==> src/design/fsk_modem_pkg.sv <==
`default_nettype none
package fsk_modem_pkg;

    // ------------------------------------------------------------
    // Timing base
    // ------------------------------------------------------------
    localparam int unsigned CLK_HZ        = 20_000_000;
    localparam int unsigned MARK_HZ       = 1200;
    localparam int unsigned SPACE_HZ      = 2200;
    localparam int unsigned BAUD          = 1200;
    localparam int unsigned PHASE_W       = 32;

    // Phase steps of the accumulator, rounded down
    localparam logic [31:0] MARK_STEP  = 32'((64'(MARK_HZ) << PHASE_W) / 64'(CLK_HZ));
    localparam logic [31:0] SPACE_STEP = 32'((64'(SPACE_HZ) << PHASE_W) / 64'(CLK_HZ));

    // Half-period boundary between mark and space: 1 / (2 * 1700 Hz)
    localparam int unsigned SPLIT_HZ      = MARK_HZ + SPACE_HZ;
    localparam int unsigned SPLIT_CYC     = CLK_HZ / SPLIT_HZ;

    // Longest gap between carrier pulses
    localparam int unsigned CD_GAP_US     = 2500;
    localparam int unsigned CD_GAP_CYC    = (CLK_HZ / 1_000_000) * CD_GAP_US;
    localparam int unsigned CD_PULSES     = 4;
    localparam int unsigned CNT_W         = 17;

    // ------------------------------------------------------------
    // Register map (byte addresses)
    // ------------------------------------------------------------
    localparam logic [4:0]  CTRL_ADDR     = 5'h00;
    localparam logic [4:0]  STATUS_ADDR   = 5'h04;
    localparam logic [4:0]  IRQ_STAT_ADDR = 5'h08;
    localparam logic [4:0]  IRQ_MASK_ADDR = 5'h0C;
    localparam logic [0:0]  CTRL_RESET    = 1'h1;
    localparam int unsigned IRQ_W         = 3;
    localparam int unsigned IRQ_CD_RISE   = 0;
    localparam int unsigned IRQ_CD_FALL   = 1;
    localparam int unsigned IRQ_RX_EDGE   = 2;

    typedef enum logic [0:0] {CD_HUNT, CD_LOCK} cd_state_t;

endpackage
`default_nettype wire

==> src/design/tone_oscillator.sv <==
`default_nettype none
module tone_oscillator
    import fsk_modem_pkg::*;
(
    input  wire logic        clk_i,
    input  wire logic        rst_i,
    input  wire logic        ce_i,
    input  wire logic        enable_i,
    input  wire logic [31:0] step_i,
    output logic             wave_o
);

    typedef struct packed {
        logic [PHASE_W-1:0] phase;
    } nco_t;

    nco_t st_r;
    nco_t st_nxt;

    // ------------------------------------------------------------
    // Accumulator
    // ------------------------------------------------------------
    always_comb begin
        st_nxt = st_r;
        // no phase jump
        // Only the step changes on a tone switch, so phase stays continuous
        if (enable_i) begin
            st_nxt.phase = st_r.phase + step_i;
        end else begin
            st_nxt.phase = '0;
        end
    end

    always_ff @(posedge clk_i) begin
        if (rst_i) begin
            st_r <= '0;
        end else if (ce_i) begin
            st_r <= st_nxt;
        end
    end

    assign wave_o = st_r.phase[PHASE_W-1];

endmodule
`default_nettype wire

==> src/design/fsk_modem_digital_core.sv <==
// Function
// - Reset input low holds all logic reset
// - Request-to-send low enables oscillator and transmit
// - Request-to-send high disables modulator, receive mode
// - Low data 2200 Hz, high 1200 Hz
// - Tone switches with continuous phase
// - Both paths run at 1200 baud; the core has no bit timing and BAUD is unused
// - Receive data high at 1200, low 2200
// - Receive data passes only with carrier detect
// - Carrier detect after four consecutive carrier pulses
// - Demodulator disabled below minimum amplitude
// - Bits recovered from comparator zero crossings
// - Receive edge jitter within 12 percent bit
// - Carrier detect only in receive, four pulses
// - Carrier detect drops on 2.5 ms gap
`default_nettype none
module fsk_modem_digital_core
    import fsk_modem_pkg::*;
#(
    parameter int unsigned GAP_CYC = CD_GAP_CYC
)(
    input  wire logic        clk_i,
    input  wire logic        rst_i,
    input  wire logic        ce_i,
    input  wire logic        reset_n_in_i,
    input  wire logic        request_to_send_n_i,
    input  wire logic        tx_data_i,
    input  wire logic        rx_comparator_in_i,
    input  wire logic        carrier_level_i,
    output logic             tx_tone_out_o,
    output logic             tx_active_o,
    output logic             rx_data_o,
    output logic             carrier_detect_o,
    output logic             irq_o,
    input  wire logic [4:0]  wb_adr_i,
    input  wire logic [31:0] wb_dat_i,
    input  wire logic [3:0]  wb_sel_i,
    input  wire logic        wb_we_i,
    input  wire logic        wb_cyc_i,
    input  wire logic        wb_stb_i,
    output logic [31:0]      wb_dat_o,
    output logic             wb_ack_o
);

    typedef struct packed {
        logic               tone;
        logic               tx_act;
        logic               rxd;
        logic               cd;
        logic               irq;
        logic               ack;
        logic [31:0]        dat;
        logic               rx_en;
        logic [IRQ_W-1:0]   irq_stat;
        logic [IRQ_W-1:0]   irq_mask;
        logic               cmp_d;
        logic               lvl_d;
        logic [CNT_W-1:0]   half_cnt;
        logic               demod;
        logic [CNT_W-1:0]   gap_cnt;
        logic [2:0]         pulses;
        cd_state_t          cd_st;
    } core_t;

    core_t st_r;
    core_t st_nxt;
    logic  wave;
    logic  core_rst;
    logic  wb_req;
    logic  cmp_edge;
    logic  lvl_rise;
    logic  gap_over;

    logic             wr_en;
    logic             wr_ctrl;
    logic             wr_stat;
    logic             wr_mask;
    logic [IRQ_W-1:0] w1c_clr;
    logic [31:0]      rd_word;

    assign core_rst = rst_i | ~reset_n_in_i;

    // ------------------------------------------------------------
    // Modulator
    // ------------------------------------------------------------
    // steps from clock
    tone_oscillator u_osc (
        .clk_i    (clk_i),
        .rst_i    (core_rst),
        .ce_i     (ce_i),
        .enable_i (~request_to_send_n_i),
        .step_i   (tx_data_i ? MARK_STEP : SPACE_STEP),
        .wave_o   (wave)
    );

    assign wb_req   = wb_cyc_i & wb_stb_i & ~st_r.ack;
    assign cmp_edge = rx_comparator_in_i ^ st_r.cmp_d;
    assign lvl_rise = carrier_level_i & ~st_r.lvl_d;
    assign gap_over = st_r.gap_cnt >= CNT_W'(GAP_CYC - 1);

    // ------------------------------------------------------------
    // Register decode
    // ------------------------------------------------------------
    // Only byte lane 0 carries register bits
    assign wr_en = wb_req & wb_we_i & wb_sel_i[0];

    always_comb begin
        wr_ctrl = 1'b0;
        wr_stat = 1'b0;
        wr_mask = 1'b0;
        rd_word = 32'h0;
        if (wb_adr_i == CTRL_ADDR) begin
            wr_ctrl    = wr_en;
            rd_word[0] = st_r.rx_en;
        end else if (wb_adr_i == STATUS_ADDR) begin
            rd_word[3:0] = {st_r.tx_act, st_r.demod, st_r.rxd, st_r.cd};
        end else if (wb_adr_i == IRQ_STAT_ADDR) begin
            wr_stat            = wr_en;
            rd_word[IRQ_W-1:0] = st_r.irq_stat;
        end else if (wb_adr_i == IRQ_MASK_ADDR) begin
            wr_mask            = wr_en;
            rd_word[IRQ_W-1:0] = st_r.irq_mask;
        end
    end

    // Write one to clear, bit by bit
    for (genvar i = 0; i < IRQ_W; i++) begin : g_w1c
        assign w1c_clr[i] = wr_stat & wb_dat_i[i];
    end

    always_comb begin
        logic [IRQ_W-1:0] ev;
        logic             cd_n;
        logic             demod_n;
        ev      = '0;
        st_nxt  = st_r;
        cd_n    = st_r.cd;
        demod_n = st_r.demod;

        // --------------------------------------------------------
        // Transmit path
        // --------------------------------------------------------
        // transmit mode on request
        st_nxt.tx_act = ~request_to_send_n_i;
        st_nxt.tone   = ~request_to_send_n_i & wave;

        // --------------------------------------------------------
        // Demodulator
        // --------------------------------------------------------
        st_nxt.cmp_d = rx_comparator_in_i;
        if (cmp_edge) begin
            st_nxt.half_cnt = '0;
            // decision per half cycle bounds jitter
            demod_n = st_r.half_cnt >= CNT_W'(SPLIT_CYC);
        end else if (st_r.half_cnt != '1) begin
            st_nxt.half_cnt = st_r.half_cnt + 1'b1;
        end
        st_nxt.demod = demod_n;

        // --------------------------------------------------------
        // Carrier detect
        // --------------------------------------------------------
        st_nxt.lvl_d = carrier_level_i;
        // Saturate: a long silence must never wrap into a short gap
        if (lvl_rise) begin
            st_nxt.gap_cnt = '0;
        end else if (st_r.gap_cnt != '1) begin
            st_nxt.gap_cnt = st_r.gap_cnt + 1'b1;
        end
        if (request_to_send_n_i == 1'b0) begin
            st_nxt.cd_st  = CD_HUNT;
            st_nxt.pulses = '0;
            cd_n          = 1'b0;
        end else begin
            case (st_r.cd_st)
                CD_HUNT: begin
                    if (gap_over && !lvl_rise) begin
                        st_nxt.pulses = '0;
                    end else if (lvl_rise) begin
                        if (st_r.pulses == 3'(CD_PULSES - 1)) begin
                            st_nxt.cd_st  = CD_LOCK;
                            st_nxt.pulses = '0;
                            cd_n          = 1'b1;
                        end else begin
                            st_nxt.pulses = st_r.pulses + 1'b1;
                        end
                    end
                end
                CD_LOCK: begin
                    if (gap_over && !lvl_rise) begin
                        st_nxt.cd_st = CD_HUNT;
                        cd_n         = 1'b0;
                    end
                end
                default: begin
                    st_nxt.cd_st = CD_HUNT;
                    cd_n         = 1'b0;
                end
            endcase
        end
        st_nxt.cd = cd_n;

        st_nxt.rxd = (cd_n & st_r.rx_en) ? demod_n : 1'b1;

        // --------------------------------------------------------
        // Events
        // --------------------------------------------------------
        ev[IRQ_CD_RISE] = cd_n & ~st_r.cd;
        ev[IRQ_CD_FALL] = ~cd_n & st_r.cd;
        ev[IRQ_RX_EDGE] = st_nxt.rxd ^ st_r.rxd;

        // --------------------------------------------------------
        // Wishbone slave, one wait state, ack for one cycle
        // --------------------------------------------------------
        st_nxt.ack = wb_req;
        st_nxt.dat = '0;
        if (wr_ctrl) begin
            st_nxt.rx_en = wb_dat_i[0];
        end
        if (wr_mask) begin
            st_nxt.irq_mask = wb_dat_i[IRQ_W-1:0];
        end
        // A write without lane 0 answers like a read
        if (wb_req && !wr_en) begin
            st_nxt.dat = rd_word;
        end
        // Set after clear so a new event is never lost
        st_nxt.irq_stat = (st_r.irq_stat & ~w1c_clr) | ev;
        st_nxt.irq      = |(st_nxt.irq_stat & st_nxt.irq_mask);
    end

    // ------------------------------------------------------------
    // State register
    // ------------------------------------------------------------
    always_ff @(posedge clk_i) begin
        if (core_rst) begin
            st_r       <= '0;
            st_r.rxd   <= 1'b1;
            st_r.demod <= 1'b1;
            st_r.rx_en <= CTRL_RESET;
            st_r.cd_st <= CD_HUNT;
        end else if (ce_i) begin
            st_r <= st_nxt;
        end
    end

    assign tx_tone_out_o    = st_r.tone;
    assign tx_active_o      = st_r.tx_act;
    assign rx_data_o        = st_r.rxd;
    assign carrier_detect_o = st_r.cd;
    assign irq_o            = st_r.irq;
    assign wb_dat_o         = st_r.dat;
    assign wb_ack_o         = st_r.ack;

endmodule
`default_nettype wire

==> config.mk <==
export PLATFORM = sky130hd
export DESIGN_NAME = fsk_modem_digital_core
export DESIGN_NICKNAME = d
export VERILOG_FILES = /design/src/design/fsk_modem_pkg.sv /design/src/design/tone_oscillator.sv /design/src/design/fsk_modem_digital_core.sv
export SDC_FILE = /design/constraint.sdc
export NUM_CORES = 1
export LEC_CHECK = 0
export ABC_CLOCK_PERIOD_IN_PS = 3000
export BUFFER_PORTS_ARGS = -buffer_cell sky130_fd_sc_hd__buf_2
export CAP_MARGIN = 40
export CORE_MARGIN = 2
export CORE_UTILIZATION = 57
export DETAILED_ROUTE_END_ITERATION = 10
export GPL_ROUTABILITY_DRIVEN = 0
export PLACE_DENSITY_LB_ADDON = 0.2
export SKIP_LAST_GASP = 1
export SLEW_MARGIN = 20
export SYNTH_ARGS = -nofsm -noshare
export SYNTH_HDL_FRONTEND = slang
export SYNTH_SLANG_ARGS = --single-unit
==> constraint.sdc <==
create_clock -name clk_i -period 3 [get_ports clk_i]
set_input_delay 0.6 -clock clk_i [delete_from_list [all_inputs] [get_ports clk_i]]
set_output_delay 0.6 -clock clk_i [all_outputs]
set_load 0.02 [all_outputs]
==> summary.md <==
| Metric | Value |
|---|---|
| HP Class | `reg2reg` |
| Post-CTS Setup Bufs | `0` |
| Clock-pin slew on the worst setup and hold paths | `0.10 ns` |
| H-tree levels | `3` |
| Critical path class | `in2reg` |
| DIE HEIGHT | `98.9 um` |
| WL/cell | `13.8 um` |
| VDD IR max | `~0.26 mV` |
| Layout cell share with drive strength beyond 1 | `0.122` |
| Final TNS setup | `0 ns` |
| Clk root buf | `clkbuf_8` |
| Cells after Synth | `633` |
| Core ar. | `slightly below 9000 um^2` |
| Number of synthesized register bits | `89` |
| Initial antenna violation count | `0` |
| Relative slew slack | `0.626` |
| Outcome | `finished, final reports clean` |
| Mean Syn Cell Area | `8.11 um^2` |
| Total power | `between 2 and 2.5 mW` |
| Post-route ant nets | `0` |
| Routed vias/inst | `about 5.7` |
| Crit share post-route | `0.888` |
| Clk buf depth | `2` |
| Skew final | `0.0105 ns` |
| First-pass GRT wire length | `18,000 um` |
| Drt first pass iters | `4` |
| Nets | `737` |
| CP Capture Type | `flip-flop` |
| Initial core utilization | `0.589` |
| Die extent in x | `98.9 um` |
| CTS sink cnt | `89` |
| I/O pin count | `90` |
| Seq/Total Area, Yosys | `0.347` |
| Vias in the first global route | `4,043` |
| Most used DFF post-synth | `dfxtp_1` |
| Layout overhead on the synthesized area | `8.21%` |
| Cts repair resizes | `0` |
| Minimum clock period | `2.66 ns` |
| Ys async rst share | `0` |
| WP data required | `3.26 ns` |
| GRT Resource Usage Total | `0.221` |
| CP Launch Type | `input port` |
| Final wirelength | `10,700 um` |
| WP data arrival | `approximately 2.9 ns` |
| Slew @ Worst Pin | `0.557 ns` |
| Final Hold Vio Count | `0` |
| GRT overflow | `0` |
| Hold depth | `2` |
| FF-to-FF path depth | `10` |
| RSZ-0062 raised after global routing | `no` |
| Static Leak | `2.15 nW` |
| Clock latency on the worst-skew pair | `~0.36 ns` |
| Remaining routing DRC violations | `0` |
| Fmax | `375 MHz` |
| Die ar. | `9790 um^2` |
| Cts hold-fix bufs | `0` |
| Pin count of the biggest net entering global routing | `33` |
| Dpl hpwl | `7720 um` |
| Ant. Diodes | `0` |
| Total CTS buffers | `9` |
| Power per Cell Area | `427 nW/um^2` |
| Core Util, Final | `0.637` |
| Non-Filler Instances | `roughly 780` |
| CP Max Fanout | `12` |
| Ys Warns | `0` |
| DR iter-0 viols | `roughly 150` |
| IO buf count | `29` |
| Netlist cell types | `64` |
| Vias | `4,448` |
| Slew Viols, Final | `0` |
| Post-synth EDFFs | `0` |
| Row Count | `34` |
| Max Cap Viol | `0` |
| TritonCTS clock tree | `done` |
| # setup viols final | `0` |
| DP Cell Count | `762` |
| Synthesized area | `5140 um^2` |
[power by group]
part / leakage (nW) / switching (mW) / internal, mW / total (mW)
Clock: 0.101 / 0.463 / 0.419 / 0.882
Combinational: 1.33 / 0.184 / 0.101 / 0.284
Sequential: 0.719 / 0.0136 / 1.19 / 1.21
Total: 2.15 / 0.660 / 1.71 / 2.37
[kinds of logic after synthesis]
logic type,Yosys count,share of synthesized area
simple gates,253,0.244
compound gates,146,0.191
flops,89,0.347
buf+inv,73,0.0772
xor+xnor,34,0.0580
fa+ha+maj,19,0.0477
mux,18,0.0351
other cells,1,0.000730
[final timing paths]
check,slack (ns),from,to
hold / removal,0.47,u_osc.st_r[14],u_osc.st_r[14]
setup reg to reg,0.35,st_r[8],st_r[17]
hold reg to reg,0.47,u_osc.st_r[14],u_osc.st_r[14]
setup / recovery,0.34,tx_data_i,u_osc.st_r[26]
[cell usage after synthesis (all sizes together), types with 14 or more instances]
library cell   n  area [um^2]
mux2i         18          180
nand2         63          236
nand3         20          100
o21ai         43          215
xor2          23          201
or3           19          121
inv           18         67.6
buf           35          254
nor2          77          289
a21oi         43          215
clkbuf        20         75.1
dfxtp         89         1780
nor3          14         70.1
ha            18          225
[routing by layer]
metal	up-vias	part of all wire	GRT usage
li1	2256	-	-
met1	2097	0.49	0.298
met2	82	0.46	0.360
met3	13	0.037	0.0404
met4	0	0.013	0.0685
met5	-	0	0
[sequential cells by signal, summed over array words and instances, names as in the netlist]
register and cells:
rx_data_o 1, st_r 48, irq_o 1, tx_tone_out_o 1
wb_dat_o 4, wb_ack_o 1, carrier_detect_o 1, tx_active_o 1
u_osc.st_r 31
[cells in the final DEF, fill, tap and decap left out, types with 14 or more instances in the layout]
cell and n:
inv_1 18, ha_1 18, mux2i_1 18, nor2_1 77, nand2_1 63, xor2_1 23
nand3_1 20, conb_1 28, nor3_1 14, o21ai_0 33, a21oi_1 43, dfxtp_1 89
buf_4 20, or3_1 17, buf_2 29
[cell type report]
type                    count  area [um^2]
well taps                 108          135
clock inverters             6         73.8
multi-input cells         498         3060
inverters                  18         67.6
repair buffers             50          303
flip-flops and latches     89         1780
clock buffers              10          138
fillers                   763         3160
[metrics by stage]
stage	cell area, um^2	hold slack (ns)	setup slack [ns]
after floorplan	5240	0.429	0.389
after global placement	5340	0.441	0.0738
after detailed placement	5340	0.455	0.00662
after CTS	5550	0.470	0.357
after global routing	5560	0.492	0.130
final	5560	0.467	0.336
[worst max-delay path: stages]
cell	delay, ns
buf_2	0.14
inv_1	0.25
ha_1	0.31
a211oi_1	0.37
o21ai_1	0.15
a221o_1	0.44
a221oi_2	0.25
buf_4	0.21
or3_1	0.13
a21oi_1	0.06
(Power assumes the default switching activity.)
